[src/cgs_pkg.sv]
package cgs_pkg;
  // Register word offsets on the APB (byte addresses)
  localparam logic [7:0] OFS_STATUS_MAIN = 8'h00;
  localparam logic [7:0] OFS_STATUS_OSC = 8'h04;
  localparam logic [7:0] OFS_FILTER_UPPER = 8'h08;
  localparam logic [7:0] OFS_FILTER_LOWER = 8'h0C;
  localparam logic [7:0] OFS_CONTROL = 8'h10;
  // Status main and status osc field positions
  localparam int MODE_ST_HI = 7;
  localparam int MODE_ST_LO = 6;
  localparam int REF_SEL_BIT = 5;
  localparam int LOCK_LOST_BIT = 4;
  localparam int LOCK_BIT = 3;
  localparam int CLOCK_LOST_BIT = 2;
  localparam int EXT_OK_BIT = 1;
  localparam int IRQ_FLAG_BIT = 0;
  localparam int OSC_STABLE_BIT = 0;
  // Control register positions (mode select, reset enables)
  localparam int MODE_SEL_LO = 0;
  localparam int LOCK_LOST_RE_BIT = 4;
  localparam int CLOCK_LOST_RE_BIT = 5;
  // Reset values, sizes and the unlock threshold
  localparam logic [11:0] FILTER_RESET = 12'h000;
  localparam logic [1:0] MODE_RESET = 2'h0;
  localparam logic [1:0] SYNC_STAGES = 2'h2;
  localparam int FILTER_W = 12;
  localparam logic [11:0] UNLOCK_THRESH = 12'h010;
  typedef enum logic [1:0] {
    CGS_SELF, CGS_FEI, CGS_FBE, CGS_FEE
  } cgs_mode_t;
  typedef struct packed {
    logic lock_lost_ev;
    logic clock_lost_ev;
    logic locked;
    logic ext_ok;
    logic ref_crystal;
    logic osc_active;
    logic off_state;
  } cgs_gen_in_t;
  typedef struct packed {
    logic irq;
    logic reset_req;
  } cgs_req_t;
endpackage

[src/cgs_regs.sv]
// The address map and register access over APB were decided locally.
`timescale 1ns/1ns
// What this block does
// - Status bits 7:6 report active mode: self, FEI, FBE, FEE
// - Mode status follows mode select only after two-stage synchronisation
// - Status bit 5 shows selected reference: 0 external, 1 crystal
// - Sticky lock-lost flag set on unexpected lock loss until cleared
// - Lock bit shows lock, forced 0 in off, self and bypass modes
// - Sticky clock-lost flag set on clock loss until cleared
// - External-reference bit is 1 only while reference is stable
// - Interrupt flag set while request pending, cleared by reset
// - Flag clears only after status read with flag set then write 1
// - New event during clear sequence restarts it; flag stays set
// - Writing 0 to the interrupt flag has no effect
// - Oscillator stable when error steady two samples and clock active
// - Oscillator stable bit cleared on entering off state
// - Leaving off with select X1 waits for oscillator stable
// - Filter writable only when mode select is self-clocked
// - 12-bit filter split upper 4 / lower 8; upper write loads all
// - Upper write discarded while previous latch sequence in progress
// - Filter registers read back the current filter value
// - Lock loss gives interrupt if enable 0, reset request if 1
// - Clock loss gives interrupt if enable 0, reset request if 1
module cgs_regs
  import cgs_pkg::*;
#(
  parameter int LATCH_CYCLES = 2
) (
  // Clock and reset
  input wire logic pclk,
  input wire logic presetn,
  // APB slave
  input wire logic psel,
  input wire logic penable,
  input wire logic pwrite,
  input wire logic [7:0] paddr,
  input wire logic [31:0] pwdata,
  output logic [31:0] prdata,
  output logic pready,
  output logic pslverr,
  // Generator side, asynchronous pins
  input wire cgs_gen_in_t gen_in,
  input wire logic [11:0] loop_error,
  input wire logic [11:0] loop_filter_next,
  input wire logic loop_filter_load,
  // Generator outputs
  output logic [1:0] mode_select_field,
  output logic [11:0] loop_filter_value,
  output cgs_req_t req
);
  logic apb_access;
  logic apb_wr;
  logic apb_rd;
  logic mapped;
  logic [1:0] mode_status;
  logic lock_lost_flag;
  logic clock_lost_flag;
  logic clockgen_irq_flag;
  logic oscillator_stable_bit;
  logic lock_lost_reset_enable;
  logic clock_lost_reset_enable;
  logic [7:0] lower_stage;
  // Wide enough for any latch window the instance asks for
  localparam int BUSY_W = $clog2(LATCH_CYCLES + 1);
  logic [BUSY_W-1:0] latch_busy;
  logic clear_armed;
  logic [11:0] prev_error;
  logic steady_once;
  logic off_prev;
  logic waiting_stable;
  logic [1:0] mode_sync1;
  logic [1:0] mode_sync2;
  logic [$bits(cgs_gen_in_t)-1:0] in_s1;
  cgs_gen_in_t gin;
  logic [11:0] err_s1;
  logic [11:0] err_s2;
  logic [11:0] err_diff;
  logic irq_event;
  logic upper_wr;
  logic upper_ok;
  logic [7:0] status_main;

  assign apb_access = psel & penable;
  assign apb_wr = apb_access & pwrite;
  assign apb_rd = apb_access & ~pwrite;
  assign pready = 1'b1;
  assign mapped = (paddr == OFS_STATUS_MAIN) || (paddr == OFS_STATUS_OSC) ||
                  (paddr == OFS_FILTER_UPPER) ||
                  (paddr == OFS_FILTER_LOWER) || (paddr == OFS_CONTROL);
  assign pslverr = apb_access & ~mapped;

  // Generator status pins and loop error pass two flops before use; the filter load pins are used directly
  always_ff @(posedge pclk or negedge presetn) begin
    if (!presetn) begin
      in_s1 <= '0;
      gin <= '0;
      err_s1 <= 12'h000;
      err_s2 <= 12'h000;
    end else begin
      in_s1 <= gen_in;
      gin <= in_s1;
      err_s1 <= loop_error;
      err_s2 <= err_s1;
    end
  end

  // Control: mode select and reset enables
  always_ff @(posedge pclk or negedge presetn) begin
    if (!presetn) begin
      mode_select_field <= MODE_RESET;
      lock_lost_reset_enable <= 1'b0;
      clock_lost_reset_enable <= 1'b0;
    end else if (apb_wr && paddr == OFS_CONTROL) begin
      mode_select_field <= pwdata[MODE_SEL_LO +: 2];
      lock_lost_reset_enable <= pwdata[LOCK_LOST_RE_BIT];
      clock_lost_reset_enable <= pwdata[CLOCK_LOST_RE_BIT];
    end
  end

  // Mode status lags the select by three flops (two sync, one status); waits on stability
  always_ff @(posedge pclk or negedge presetn) begin
    if (!presetn) begin
      mode_sync1 <= MODE_RESET;
      mode_sync2 <= MODE_RESET;
      mode_status <= MODE_RESET;
      off_prev <= 1'b0;
      waiting_stable <= 1'b0;
    end else begin
      mode_sync1 <= mode_select_field;
      mode_sync2 <= mode_sync1;
      off_prev <= gin.off_state;
      if (off_prev && !gin.off_state && mode_sync2[0]) begin
        waiting_stable <= 1'b1;
        mode_status <= CGS_SELF;
      end else if (waiting_stable) begin
        if (oscillator_stable_bit) begin
          waiting_stable <= 1'b0;
          mode_status <= mode_sync2;
        end
      end else if (mode_sync2 == CGS_FBE && !gin.ext_ok) begin
        mode_status <= CGS_SELF; // Bypass needs a good reference
      end else begin
        mode_status <= mode_sync2;
      end
    end
  end

  // Oscillator stable: error steady over two consecutive samples
  assign err_diff = (err_s2 >= prev_error) ? err_s2 - prev_error :
                    prev_error - err_s2;
  always_ff @(posedge pclk or negedge presetn) begin
    if (!presetn) begin
      prev_error <= 12'h000;
      steady_once <= 1'b0;
      oscillator_stable_bit <= 1'b0;
    end else begin
      prev_error <= err_s2;
      if (gin.off_state) begin
        steady_once <= 1'b0;
        oscillator_stable_bit <= 1'b0;
      end else begin
        steady_once <= err_diff <= UNLOCK_THRESH;
        oscillator_stable_bit <= steady_once &&
          (err_diff <= UNLOCK_THRESH) && gin.osc_active;
      end
    end
  end

  // Sticky loss flags; set wins over a clear in the same cycle
  always_ff @(posedge pclk or negedge presetn) begin
    if (!presetn) begin
      lock_lost_flag <= 1'b0;
      clock_lost_flag <= 1'b0;
    end else begin
      if (gin.lock_lost_ev)
        lock_lost_flag <= 1'b1;
      else if (apb_wr && paddr == OFS_STATUS_MAIN &&
               pwdata[LOCK_LOST_BIT])
        lock_lost_flag <= 1'b0;
      if (gin.clock_lost_ev)
        clock_lost_flag <= 1'b1;
      else if (apb_wr && paddr == OFS_STATUS_MAIN &&
               pwdata[CLOCK_LOST_BIT])
        clock_lost_flag <= 1'b0;
    end
  end

  assign irq_event = (gin.lock_lost_ev & ~lock_lost_reset_enable) |
                     (gin.clock_lost_ev & ~clock_lost_reset_enable);

  // Interrupt flag with read-then-write-1 clear
  always_ff @(posedge pclk or negedge presetn) begin
    if (!presetn) begin
      clockgen_irq_flag <= 1'b0;
      clear_armed <= 1'b0;
    end else if (irq_event) begin
      clockgen_irq_flag <= 1'b1;
      clear_armed <= 1'b0;
    end else if (apb_rd && paddr == OFS_STATUS_MAIN && clockgen_irq_flag) begin
      clear_armed <= 1'b1;
    end else if (apb_wr && paddr == OFS_STATUS_MAIN && clear_armed &&
                 pwdata[IRQ_FLAG_BIT]) begin
      clockgen_irq_flag <= 1'b0;
      clear_armed <= 1'b0;
    end
    // A write of 0 falls through all branches and changes nothing
  end

  always_comb begin
    req.irq = clockgen_irq_flag;
    req.reset_req = (lock_lost_flag & lock_lost_reset_enable) |
                    (clock_lost_flag & clock_lost_reset_enable);
  end

  // Filter: lower is staged, upper write commits all twelve bits
  assign upper_wr = apb_wr && paddr == OFS_FILTER_UPPER;
  assign upper_ok = upper_wr && mode_select_field == CGS_SELF &&
                    latch_busy == '0;
  always_ff @(posedge pclk or negedge presetn) begin
    if (!presetn) begin
      lower_stage <= 8'h00;
    end else if (apb_wr && paddr == OFS_FILTER_LOWER &&
                 mode_select_field == CGS_SELF) begin
      lower_stage <= pwdata[7:0];
    end
  end

  // Latch sequence models the hand-off to the oscillator domain
  always_ff @(posedge pclk or negedge presetn) begin
    if (!presetn) begin
      loop_filter_value <= FILTER_RESET;
      latch_busy <= '0;
    end else if (upper_ok) begin
      loop_filter_value <= {pwdata[3:0], lower_stage};
      latch_busy <= BUSY_W'(LATCH_CYCLES);
    end else begin
      if (latch_busy != '0)
        latch_busy <= latch_busy - BUSY_W'(1);
      if (loop_filter_load && mode_select_field != CGS_SELF)
        loop_filter_value <= loop_filter_next;
    end
  end

  always_comb begin
    status_main = 8'h00;
    status_main[MODE_ST_HI:MODE_ST_LO] = mode_status;
    status_main[REF_SEL_BIT] = gin.ref_crystal;
    status_main[LOCK_LOST_BIT] = lock_lost_flag;
    status_main[LOCK_BIT] = gin.locked && !gin.off_state &&
      (mode_status == CGS_FEI || mode_status == CGS_FEE);
    status_main[CLOCK_LOST_BIT] = clock_lost_flag;
    status_main[EXT_OK_BIT] = gin.ext_ok;
    status_main[IRQ_FLAG_BIT] = clockgen_irq_flag;
  end

  always_ff @(posedge pclk or negedge presetn) begin
    if (!presetn) begin
      prdata <= 32'h0000_0000;
    end else if (psel && !penable && !pwrite) begin
      case (paddr)
        OFS_STATUS_MAIN: prdata <= {24'h000000, status_main};
        OFS_STATUS_OSC: prdata <= {31'h0, oscillator_stable_bit};
        OFS_FILTER_UPPER: prdata <= {28'h0, loop_filter_value[11:8]};
        OFS_FILTER_LOWER: prdata <= {24'h0, loop_filter_value[7:0]};
        OFS_CONTROL: prdata <= {26'h0, clock_lost_reset_enable,
                                lock_lost_reset_enable, 2'h0,
                                mode_select_field};
        default: prdata <= 32'h0000_0000;
      endcase
    end
  end

  irq_clear_a: assert property (@(posedge pclk) disable iff (!presetn)
    (apb_wr && paddr == OFS_STATUS_MAIN && pwdata[IRQ_FLAG_BIT] &&
     !clear_armed && !irq_event && clockgen_irq_flag) |=> clockgen_irq_flag)
    else $error("irq flag cleared without prior read");
  irq_zero_a: assert property (@(posedge pclk) disable iff (!presetn)
    (apb_wr && paddr == OFS_STATUS_MAIN && !pwdata[IRQ_FLAG_BIT] &&
     clockgen_irq_flag) |=> clockgen_irq_flag)
    else $error("zero write changed irq flag");
  irq_event_a: assert property (@(posedge pclk) disable iff (!presetn)
    irq_event |=> clockgen_irq_flag && !clear_armed)
    else $error("event did not set flag");
  lock_sticky_a: assert property (@(posedge pclk) disable iff (!presetn)
    gin.lock_lost_ev |=> lock_lost_flag)
    else $error("lock lost flag not set");
  clk_sticky_a: assert property (@(posedge pclk) disable iff (!presetn)
    gin.clock_lost_ev |=> clock_lost_flag)
    else $error("clock lost flag not set");
  filt_guard_a: assert property (@(posedge pclk) disable iff (!presetn)
    (upper_wr && mode_select_field != CGS_SELF && !loop_filter_load) |=>
    $stable(loop_filter_value))
    else $error("filter changed outside self mode");
  filt_busy_a: assert property (@(posedge pclk) disable iff (!presetn)
    upper_ok |=> !upper_ok)
    else $error("second latch accepted while busy");
  lock_force_a: assert property (@(posedge pclk) disable iff (!presetn)
    (mode_status == CGS_SELF || mode_status == CGS_FBE) |->
    !status_main[LOCK_BIT])
    else $error("lock shown in unlocked mode");
  osc_off_a: assert property (@(posedge pclk) disable iff (!presetn)
    gin.off_state |=> !oscillator_stable_bit)
    else $error("stable bit not cleared in off");
  mode_lag_a: assert property (@(posedge pclk) disable iff (!presetn)
    $changed(mode_select_field) |-> ##1 mode_sync2 == $past(mode_sync2))
    else $error("mode status not delayed");
  rd_ref_a: assert property (@(posedge pclk) disable iff (!presetn)
    (psel && !penable && !pwrite && paddr == OFS_STATUS_MAIN) |=>
    prdata[REF_SEL_BIT] == $past(gin.ref_crystal))
    else $error("reference bit read wrong");
  rd_ext_a: assert property (@(posedge pclk) disable iff (!presetn)
    (psel && !penable && !pwrite && paddr == OFS_STATUS_MAIN) |=>
    prdata[EXT_OK_BIT] == $past(gin.ext_ok))
    else $error("external ok bit read wrong");
  rd_filt_a: assert property (@(posedge pclk) disable iff (!presetn)
    (psel && !penable && !pwrite && paddr == OFS_FILTER_LOWER) |=>
    prdata[7:0] == $past(loop_filter_value[7:0]))
    else $error("filter lower read wrong");
  filt_commit_a: assert property (@(posedge pclk) disable iff (!presetn)
    upper_ok |=>
    loop_filter_value == {$past(pwdata[3:0]), $past(lower_stage)})
    else $error("filter commit value wrong");
  stage_hold_a: assert property (@(posedge pclk) disable iff (!presetn)
    (apb_wr && paddr == OFS_FILTER_LOWER && mode_select_field != CGS_SELF)
    |=> $stable(lower_stage))
    else $error("lower stage written outside self mode");
  lock_irq_a: assert property (@(posedge pclk) disable iff (!presetn)
    (gin.lock_lost_ev && !lock_lost_reset_enable) |=> req.irq)
    else $error("lock loss gave no interrupt");
  lock_rst_a: assert property (@(posedge pclk) disable iff (!presetn)
    (gin.lock_lost_ev && lock_lost_reset_enable) |=> req.reset_req)
    else $error("lock loss gave no reset request");
  clk_irq_a: assert property (@(posedge pclk) disable iff (!presetn)
    (gin.clock_lost_ev && !clock_lost_reset_enable) |=> req.irq)
    else $error("clock loss gave no interrupt");
  clk_rst_a: assert property (@(posedge pclk) disable iff (!presetn)
    (gin.clock_lost_ev && clock_lost_reset_enable) |=> req.reset_req)
    else $error("clock loss gave no reset request");
  irq_hold_a: assert property (@(posedge pclk) disable iff (!presetn)
    (clockgen_irq_flag && !(apb_wr && paddr == OFS_STATUS_MAIN)) |=>
    clockgen_irq_flag)
    else $error("irq flag dropped without a write");
  lock_hold_a: assert property (@(posedge pclk) disable iff (!presetn)
    (lock_lost_flag && !(apb_wr && paddr == OFS_STATUS_MAIN &&
     pwdata[LOCK_LOST_BIT])) |=> lock_lost_flag)
    else $error("lock lost flag dropped");
  osc_need_a: assert property (@(posedge pclk) disable iff (!presetn)
    !gin.osc_active |=> !oscillator_stable_bit)
    else $error("stable shown with static oscillator");
  wait_self_a: assert property (@(posedge pclk) disable iff (!presetn)
    waiting_stable |-> mode_status == CGS_SELF)
    else $error("mode left self before stable");

  clr_seq_c: cover property (@(posedge pclk) disable iff (!presetn)
    clear_armed ##[1:20] !clockgen_irq_flag);
  filt_load_c: cover property (@(posedge pclk) disable iff (!presetn)
    upper_ok);
  rst_req_c: cover property (@(posedge pclk) disable iff (!presetn)
    req.reset_req);
  wait_c: cover property (@(posedge pclk) disable iff (!presetn)
    waiting_stable ##1 !waiting_stable);
  irq_restart_c: cover property (@(posedge pclk) disable iff (!presetn)
    clear_armed ##1 irq_event);
endmodule // cgs_regs

[config.mk]
export PLATFORM = sky130hd
export DESIGN_NAME = cgs_regs
export DESIGN_NICKNAME = d
export VERILOG_FILES = /design/src/cgs_pkg.sv /design/src/cgs_regs.sv
export SDC_FILE = /design/constraint.sdc
export NUM_CORES = 1
export LEC_CHECK = 0
export BUFFER_PORTS_ARGS = -buffer_cell sky130_fd_sc_hd__buf_2
export CORE_MARGIN = 2
export CORE_UTILIZATION = 52
export DETAILED_ROUTE_END_ITERATION = 10
export PLACE_DENSITY = 0.79
export SYNTH_ARGS = -nofsm -noshare
export SYNTH_HDL_FRONTEND = slang
export SYNTH_SLANG_ARGS = --single-unit
[constraint.sdc]
create_clock -name pclk -period 3.7 [get_ports pclk]
set_input_delay 0.37 -clock pclk [delete_from_list [all_inputs] [get_ports pclk]]
set_output_delay 0.37 -clock pclk [all_outputs]
set_load 0.02 [all_outputs]
==> impl_results.md, run 1 <==
* Number of fill cells at 721
* H-tree Lvls at 3
* Final Skew at 0.01840 ns
* Final setup vio count at 0
* Fmax at 0.3412 GHz
* Setup Fix Bufs, Post-CTS at 0
* Final WL at between 9000 and 10000 um
* Root Driver: clkbuf_8
* Slew headroom at 40.66%
* Synth area leader: dfrtp_1
* Crit path time final at 2.931 ns
* # rows at 34
* Full die area at 9661 um2
* Maximum clock insertion buffer count at 2
* Number of port buffers at 77
* First-pass GRT wire length at 15440 um
* CTS resizes at 0
* Synth Warn # at 0
* DRC at 0
* Hold-fix buffers, CTS at 0
* TritonCTS buffer count at 9
* Top fanout value on the critical path at 7
* Status: completed
* Core Util, Final at between 60% and 70%
* PwrDens at 430.5 nW/um2
* Worst Max-Slew Pin Slew at 0.8902 ns
* ANT nets after route at 0
* Vias in the first global route at ~3300
* Post-synth EDFFs at 0
* Clock Pin Slew Worst Setup and Hold Paths at 0.10 ns
* Place WS at 0.8787 ns
* #FFs+latches synth at 98
* Final HPWL DP at around 7000 um
* Pre-antenna DRT Iters at 5
* Slew Limit Fails at 0
* Origin of the critical flop-to-flop path: err_s2[9]$_DFF_PN0_
* Sum Neg Setup Slack at 0 ns
* CTS tree: done
* Top-count cell post-synth: dfrtp_1
* Hold Startpoint: loop_error[0]
* Tcrit/Tclk final at between 70 and 80%
* Top_reg_cell synth: dfrtp_1
* Final nets at 612
* Setup crit start kind: register
* Post-DR vias/cell at 5.423
* Initial antenna violation count at 0
* Max IR drop VDD at ~0.25 mV
* Syn Inst Count at 434
* Syn-to-layout area delta at 12.64%
* Crit path kind: register to register
* Pin count of the biggest net entering global routing at 75
* Final RePlAce weighted congestion at approximately 0.83
* Worst-Skew Late Latency at between 0.3 and 0.4 ns
* Initial drt markers at 211
* Initial core utilization at a little over half
* Share of cells above drive strength 1 at 23.26%
* FFs w/ async S/R, synth at 100.0%
* Setup WS post-layout at 0.7694 ns
* Worst Hold Class: primary input to register
* Sequential-to-total area share from yosys stat at 53.04%
* Leak at 2.645 nW
* CP arrival at 3.20 ns
* Worst Setup SP: err_s2[9]$_DFF_PN0_
* Via total after detailed routing at 3384
* Top cells by count, synth: 98 x dfrtp_1, 58 x nand2_1, 32 x inv_1
* Top post-synthesis cells by area: dfrtp_1 53%, ha_1 6.5%, nand2_1 4.7%, buf_4 4.2%, mux2_2 3.2%
* Die X at about 98 um
* CP required at around 4.0 ns
* Ant. Diodes at 0
* Avg WL per Cell at 14.88 um
* Yosys top cell area share at ~53%
* RSZ-0062 raised after global routing: false
* Max-cap violations at 0
* Yosys cell types at about 60
* Critical Path End Type: register
* Hold Violations, Final at 0
* # IOs at roughly 130
* Mapped Avg Cell Area at 10.65 um2
* GRT Resource Usage Total at 20.02%
* Post-synthesis cell area at 4623 um2
* Core outline area at 8678 um2
* Sink Count at 98
* Die outline height at 98.29 um
* Grt ovf at 0
-- area by class of cell --
| cell class | instances | area, um2 | area share (%) |
|---|---|---|---|
| timing repair buffer | 80 | 410.4 | 7.881 |
| multi-input combinational | 290 | 1901 | 36.50 |
| inverter | 32 | 120.1 | 2.307 |
| sequential | 98 | 2452 | 47.09 |
| tap | 108 | 135.1 | 2.595 |
| clock buffer | 10 | 137.6 | 2.643 |
| clock inverter | 6 | 51.30 | 0.9851 |
-- metrics by stage --
| stage | instances | power [mW] | hold slack (ns) | instance area [um2] |
|---|---|---|---|---|
| after global routing | 624 | 2.357 | 0.08507 | 5207 |
| final | 624 | 2.242 | 0.1001 | 5207 |
| after global placement | 608 | 1.592 | 0.3321 | 5019 |
| after CTS | 624 | 2.261 | 0.08779 | 5207 |
| after floorplan | 457 | 1.490 | 0.07441 | 4710 |
| after detailed placement | 608 | 1.611 | 0.3358 | 5019 |
-- worst max-delay path, stage by stage (launching register included) --
cell and delay (ns):
dfrtp_1 0.42, ha_1 0.36, a21o_1 0.20, a21o_1 0.20, a221o_2 0.43, nor2_1 0.40, a311oi_1 0.20, o22ai_1 0.19
nand4_1 0.18, nor4_2 0.25
-- kinds of logic after synthesis --
family          share of synthesized area, %
flops                                  53.04
buf+inv                                7.713
simple gates                           13.51
compound gates                         13.32
xor+xnor                               1.137
mux                                    4.628
fa+ha+maj                              6.495
other cells                           0.1624
-- flip-flops by register name (all words and copies together), names as in the netlist, 2 cells and up --
register	count
err_s1	12
err_s2	12
gin	7
in_s1	7
latch_busy	2
loop_filter_value	12
lower_stage	8
mode_select_field	2
mode_status	2
mode_sync1	2
mode_sync2	2
prdata	8
prev_error	12
-- path summary, 6_finish.rpt --
| kind | to | slack [ns] | depth (start not counted) |
|---|---|---|---|
| max reg2reg | oscillator_stable_bit$_DFF_PN0_ | 0.77 | 9 |
| min | err_s1[0]$_DFF_PN0_ | 0.10 | 1 |
| max | oscillator_stable_bit$_DFF_PN0_ | 0.77 | 9 |
| min reg2reg | err_s2[10]$_DFF_PN0_ | 0.35 | 0 |
| min in group asynchronous | err_s1[0]$_DFF_PN0_ | 0.12 | 1 |
| max in group asynchronous | latch_busy[0]$_DFFE_PN0P_ | 2.70 | 2 |
-- cells in the final DEF, fill, tap and decap left out, types with 10 or more instances in the layout --
master,instances
clkbuf_8,10
a21oi_1,16
nor2_1,25
o21ai_0,12
ha_1,24
nand2_1,58
buf_2,76
nor3_1,12
a22oi_1,15
conb_1,25
inv_1,32
dfrtp_1,98
mux2_2,13
-- layer usage --
metal / up-vias / global-route usage [%] / wire length, um
met2: 137 / 32.18 / 4483
li1: 1610 / - / -
met4: 0 / 8.535 / 238
met1: 1615 / 26.70 / 3872
met5: - / 0 / 0
met3: 22 / 3.937 / 691
-- power by group --
group	switching [mW]	internal, mW	total [mW]
Sequential	0.0403	1.14	1.18
Clock	0.381	0.269	0.650
Combinational	0.259	0.154	0.413
Power figures use the tool's default switching activity.
==> run 2: changes to the inputs <==
==> constraint.sdc (replaced) <==
create_clock -name pclk -period 2.7 [get_ports pclk]
set_input_delay 0.27 -clock pclk [delete_from_list [all_inputs] [get_ports pclk]]
set_output_delay 0.27 -clock pclk [all_outputs]
set_load 0.02 [all_outputs]
==> run 2 against run 1 <==
Effect of this change:
- cell area is 9.7% higher
- core utilization increased by 5.8 points
- non-clock buffer count grew 34
- clock power increased by 71%
- highest routed layer unchanged
- clock-buffer cell count shrank 1
- hold slack got worse by 0.080 ns
- sequential share of layout area fell by 4.2 points
- global-route usage rose by 0.38 points
==> impl_results.md, run 2 (synthesized netlist as in run 1, its figures left out) <==
* Crit path buf inv count at 0
* Worst-Skew Late Latency at between 0.3 and 0.4 ns
* Hold slack at 0.01987 ns
* Critical path's slowest cell: dfrtp_1
* Crit-path cells: ha_1 -> a21o_1 -> a21o_1 -> a221oi_4 -> nand2_2 -> mux2_4 -> a31oi_2 -> xnor2_1 -> nor4_2
* Final Power at 3.391 mW
* Sink Count at 98
* Crit path time final at roughly 2.6 ns
* Pre-antenna DRT Iters at 4
* Die outline height at 98.29 um
* Leak at 2.860 nW
* DRC at 0
* Post-DR vias/cell at ~5.4
* Grt ovf at 0
* Die X at 98.29 um
* Pin count of the biggest net entering global routing at 58
* Commonest cells after routing, fill and taps aside: 98 x dfrtp_1, 76 x buf_2, 58 x nand2_1
* Worst Hold Class: primary input to register
* Slew Limit Fails at 0
* Commonest non-fill, non-tap cell in the layout: dfrtp_1
* Final setup vio count at 0
* # IOs at 127
* Worst Max-Slew Pin Slew at slightly above 0.8 ns
* Avg WL per Cell at 15.29 um
* Crit-path leading delay family: compound AO/OA/AOI/OAI gates
* Ant. Diodes at 0
* Final nets at ~650
* Final WL at 10050 um
* Placed instance area at between 5000 and 6000 um2
* Vias in the first global route at 3368
* H-tree Lvls at 3
* Place WS at -0.1154 ns
* TritonCTS buffer count at 9
* Final Skew at between 0.015 and 0.02 ns
* CP required at 2.96 ns
* Post-route cell area at 5712 um2
* Core Util, Final at 65.82%
* Slew headroom at 44.85%
* First-pass GRT wire length at 15650 um
* Max IR drop VDD at 0.3388 mV
* CP peak stage delay at between 0.4 and 0.5 ns
* Max-cap violations at 0
* Number of port buffers at 77
* Hold Violations, Final at 0
* Fmax at around 0.38 GHz
* Critical Path End Type: register
* Syn-to-layout area delta at 23.55%
* Initial antenna violation count at 0
* Initial drt markers at 207
* Core outline area at 8678 um2
* Root Driver: clkbuf_8
* PwrDens at 593.7 nW/um2
* Setup Fix Bufs, Post-CTS at 0
* CTS tree: done
* Final HPWL DP at roughly 7200 um
* Initial core utilization at 53.27%
* Maximum clock insertion buffer count at 2
* CP arrival at 2.88 ns
* # rows at 34
* Tcrit/Tclk final at 97.06%
* Status: completed
* Clock Pin Slew Worst Setup and Hold Paths at 0.09 ns
* ANT nets after route at 0
* Top fanout value on the critical path at 3
* Setup crit start kind: register
* Full die area at 9661 um2
* Setup WS post-layout at 0.07935 ns
* Via total after detailed routing at 3530
* Crit path kind: register to register
* Final RePlAce weighted congestion at 0.8757
* Share of cells above drive strength 1 at between 20% and 30%
* Crit path top cell by count: a21o_1
* RSZ-0062 raised after global routing: true
* GRT Resource Usage Total at 20.40%
[run 2: routing by layer]
metal	track usage, %	share of wire (%)	up-vias
met5	0	0	-
met4	7.482	2.0	0
met3	5.440	5.5	17
met2	33.54	50	115
met1	26.12	43	1717
li1	-	-	1681
[run 2: timing repair]
action,in CTS,in global routing
pin swaps,1,6
resized for setup,8,18
setup endpoints to repair,2,2
hold buffers,11,5
endpoints found under the hold margin,66,5
[run 2: area by class of cell]
| cell class | instances | area (um2) |
|---|---|---|
| clock inverters | 6 | 112.6 |
| well taps | 108 | 135.1 |
| clock buffers | 9 | 123.9 |
| flip-flops and latches | 98 | 2452 |
| fillers | 659 | 2967 |
| inverters | 32 | 120.1 |
| multi-input cells | 290 | 2049 |
| repair buffers | 114 | 718.2 |
[run 2: final timing paths]
kind	from	slack [ns]	end	depth (start not counted)
min in group asynchronous	presetn	0.51	err_s2[1]$_DFF_PN0_	2
hold reg to reg	err_s1[4]$_DFF_PN0_	0.35	err_s2[4]$_DFF_PN0_	0
hold / removal	loop_error[4]	0.02	err_s1[4]$_DFF_PN0_	1
setup reg to reg	err_s2[9]$_DFF_PN0_	0.08	oscillator_stable_bit$_DFF_PN0_	9
max in group asynchronous	presetn	1.51	off_prev$_DFF_PN0_	3
setup / recovery	err_s2[9]$_DFF_PN0_	0.08	oscillator_stable_bit$_DFF_PN0_	9
[run 2: per-stage QoR]
| stage | std cells | TNS [ns] |
|---|---|---|
| 5_1_grt | 657 | -0.03428 |
| 3_5_place_dp | 626 | -0.1269 |
| 3_3_place_gp | 626 | 0 |
| 4_1_cts | 652 | 0 |
| 6_report | 657 | 0 |
| 2_1_floorplan | 457 | 0 |
[run 2: power by group]
| part | switching [mW] | internal, mW | leakage (nW) |
|---|---|---|---|
| Combinational | 0.390 | 0.274 | 1.52 |
| Clock | 0.495 | 0.615 | 0.120 |
| Sequential | 0.0571 | 1.56 | 1.22 |
| Total | 0.942 | 2.45 | 2.86 |
[run 2: worst reg2reg max path, stage by stage (launching register included)]
cell and delay, ns:
dfrtp_1 0.41, ha_1 0.32, a21o_1 0.19, a21o_1 0.21
a221oi_4 0.37, nand2_2 0.13, mux2_4 0.32, a31oi_2 0.16
xnor2_1 0.12, nor4_2 0.28
==> run 3: changes to the inputs <==
--- a/config.mk
+++ b/config.mk
@@ -5,11 +5,13 @@
 export SDC_FILE = /design/constraint.sdc
 export NUM_CORES = 1
 export LEC_CHECK = 0
+export ABC_AREA = 1
 export BUFFER_PORTS_ARGS = -buffer_cell sky130_fd_sc_hd__buf_2
+export CAP_MARGIN = 20
 export CORE_MARGIN = 2
-export CORE_UTILIZATION = 52
+export CORE_UTILIZATION = 54
 export DETAILED_ROUTE_END_ITERATION = 10
-export PLACE_DENSITY = 0.79
+export PLACE_DENSITY = 0.81
 export SYNTH_ARGS = -nofsm -noshare
 export SYNTH_HDL_FRONTEND = slang
 export SYNTH_SLANG_ARGS = --single-unit
==> run 3 against run 2 <==
Effect of this change:
- sequential cell count unchanged
- setup slack better by 0.37 ns
- combinational power up 6.2%
- power down 4.1%
- die area up 7.9%
- sequential share of layout area down 1.7 points
- clock-buffer cell count up 2
- wire length up 14%
- first-iteration DRC count up 16%
- global-route usage up 2.4 points
- clock power down 17%
- sequential power about the same
==> impl_results.md, run 3 <==
* Core outline area at slightly above 9000 um2
* Top-count cell post-synth: nand2_1
* Number of port buffers at 77
* Syn Inst Count at around 640
* Leak at 3.292 nW
* Initial antenna violation count at 0
* Final RePlAce weighted congestion at 0.9044
* Final setup vio count at 0
* #FFs+latches synth at 98
* Grt ovf at 0
* CTS tree: done
* Mapped Avg Cell Area at 8.155 um2
* # placed instances at 833
* First-pass GRT wire length at approximately 19000 um
* Largest family of logic cells by synthesized area: simple AND/OR/NAND/NOR gates
* Compound-Gate Fraction of Synth Area at 7.659%
* Hold Violations, Final at 0
* Final Power at 3.253 mW
* Crit path top cell by count: nand2_1
* Crit path time final at 2.255 ns
* Fmax at 0.4435 GHz
* Hold slack at 0.01668 ns
* Simple-Gate Fraction of Synth Area at roughly a quarter
* Slew Limit Fails at 0
* Seq. cell area at 2452 um2
* Sink Count at just under 100
* Mux cell area share after synthesis at 0%
* Top_reg_cell synth: dfrtp_1
* Die X at 102.1 um
* Worst-Skew Late Latency at 0.37 ns
* Synth Warn # at 0
* Tcrit/Tclk final at roughly 84%
* Final Skew at 0.01696 ns
* Post-synthesis xor/xnor area fraction at 1.517%
* Initial core utilization at 55.96%
* # rows at 35
* Crit-path leading delay family: simple AND/OR/NAND/NOR gates
* Setup WS post-layout at 0.4450 ns
* Share of cells above drive strength 1 at 16.51%
* Adder-Cell Fraction of Synth Area at ~5.8%
* Root Driver: clkbuf_8
* Worst Hold Class: primary input to register
* ANT nets after route at 0
* Post-synthesis cell area at 5195 um2
* Crit path buf inv count at 1
* Sequential-to-total area share from yosys stat at 47.21%
* Ant. Diodes at 0
* Syn-to-layout area delta at 14.52%
* PwrDens at approximately 550 nW/um2
* Via total after detailed routing at about 4400
* Final nets at approximately 830
* Setup crit start kind: register
* Synth area leader: dfrtp_1
* Pin count of the biggest net entering global routing at just under 100
* Critical Path End Type: register
* Maximum clock insertion buffer count at 2
* GR Util met1 at between 20% and 30%
* TritonCTS buffer count at 9
* Final WL at 11480 um
* Vias in the first global route at 4136
* Yosys top cell area share at 47.21%
* Commonest non-fill, non-tap cell in the layout: nand2_1
* Slew headroom at 55.94%
* M2 GR Usage at 39.68%
* Commonest cells after routing, fill and taps aside: 184 x nand2_1, 105 x inv_1, 98 x dfrtp_1
* GR peak layer: met2
* Pre-antenna DRT Iters at 4
* GRT Resource Usage Total at a little under a quarter
* Clock Pin Slew Worst Setup and Hold Paths at 0.11 ns
* DRC at 0
* CP arrival at 2.54 ns
* Initial drt markers at 241
* Top post-synthesis cells by area: dfrtp_1 47%, nand2_1 13%, inv_1 7.6%, ha_1 5.8%, buf_4 4.0%
* Sum Neg Setup Slack at 0 ns
* Max IR drop VDD at 0.4343 mV
* Worst Max-Slew Pin Slew at 0.6558 ns
* Status: completed
* Critical path's slowest cell: ha_1
* Non-Filler Instances at about 860
* Place WS at 0.4949 ns
* Post-synth EDFFs at 0
* Die outline height at about 100 um
* Top cells by count, synth: 184 x nand2_1, 105 x inv_1, 98 x dfrtp_1
* Top fanout value on the critical path at 6
* Avg WL per Cell at 13.32 um
* CP peak stage delay at 0.46 ns
* CP required at roughly 3.0 ns
* Yosys cell types at 38
* Multi-input logic area at 2166 um2
* Max-cap violations at 0
* Post-DR vias/cell at between 5 and 6
* Crit path kind: register to register
* FFs w/ async S/R, synth at between 90% and 100%
* H-tree Lvls at 3
* RSZ-0062 raised after global routing: false
* CTS resizes at 0
* Final HPWL DP at ~8700 um
* Number of fill cells at 780
* GRT met3 Usage at 3.830%
* Full die area at 10420 um2
* Crit-path cells: ha_1 -> nand2_1 -> nor2_1 -> nand3_1 -> nand2_1 -> nand2_1 -> nand2_1 -> nand2_1 -> nand2_1 -> nand2_1 -> clkinv_1 -> nand3_2 -> nor2_2 -> nand3_2 -> nor2_2
* # IOs at 127
-- run 3: worst reg2reg max path: cells and delay by family (launching register included) --
kind / cells / cell delay [ns]
buf+inv: 1 / 0.05
simple gates: 13 / 1.27
flops: 1 / 0.42
fa+ha+maj: 1 / 0.46
-- run 3: repair_timing --
| item | in CTS | in global routing |
|---|---|---|
| endpoints found under the hold margin | 104 | 6 |
| buffers inserted | 0 | 0 |
| hold buffers | 7 | 6 |
-- run 3: final timing paths --
check	start	end	slack [ns]	cells after the start
max	err_s2[4]$_DFF_PN0_	oscillator_stable_bit$_DFF_PN0_	0.45	15
min	gen_in[1]	in_s1[1]$_DFF_PN0_	0.02	1
max reg2reg	err_s2[4]$_DFF_PN0_	oscillator_stable_bit$_DFF_PN0_	0.45	15
min reg2reg	err_s1[6]$_DFF_PN0_	err_s2[6]$_DFF_PN0_	0.34	0
max in group asynchronous	presetn	prev_error[8]$_DFF_PN0_	1.81	3
min in group asynchronous	presetn	err_s1[4]$_DFF_PN0_	0.47	3
-- run 3: routing by layer --
layer	routed length, um	share of wire (%)
met1	4572	40
met2	5946	52
met3	719	6.3
met4	241	2.1
met5	0	0
-- run 3: final cells by class --
type                            instances  share of cell area [%]
Clock buffer                           11                   2.545
Clock inverter                          5                  0.7781
Inverter                              111                   7.045
Multi-Input combinational cell        415                   36.40
Sequential cell                        98                   41.22
Tap cell                              129                   2.713
Timing Repair Buffer                   93                   9.295
-- run 3: logic make-up (layout without fill, tap and decap cells) --
kind of cell,count (synthesis),count (layout)
xor gates and xnor gates,9,9
adders and majority gates,24,24
buffers and inverters,147,220
other,2,25
AOI/OAI and AO/OA,68,68
DFF,98,98
and+or+nand+nor,289,289
-- run 3: power by group --
group / switching [mW] / total (mW) / internal [mW]
Combinational: 0.465 / 0.705 / 0.240
Sequential: 0.0644 / 1.63 / 1.56
Clock: 0.520 / 0.921 / 0.400
Total: 1.05 / 3.25 / 2.20
-- run 3: through the flow --
step	area [um2]	utilization (%)
6_report	5949	64.08
5_1_grt	5949	64.08
4_1_cts	5889	63.44
3_5_place_dp	5622	60.55
3_3_place_gp	5622	60.55
2_1_floorplan	5281	-
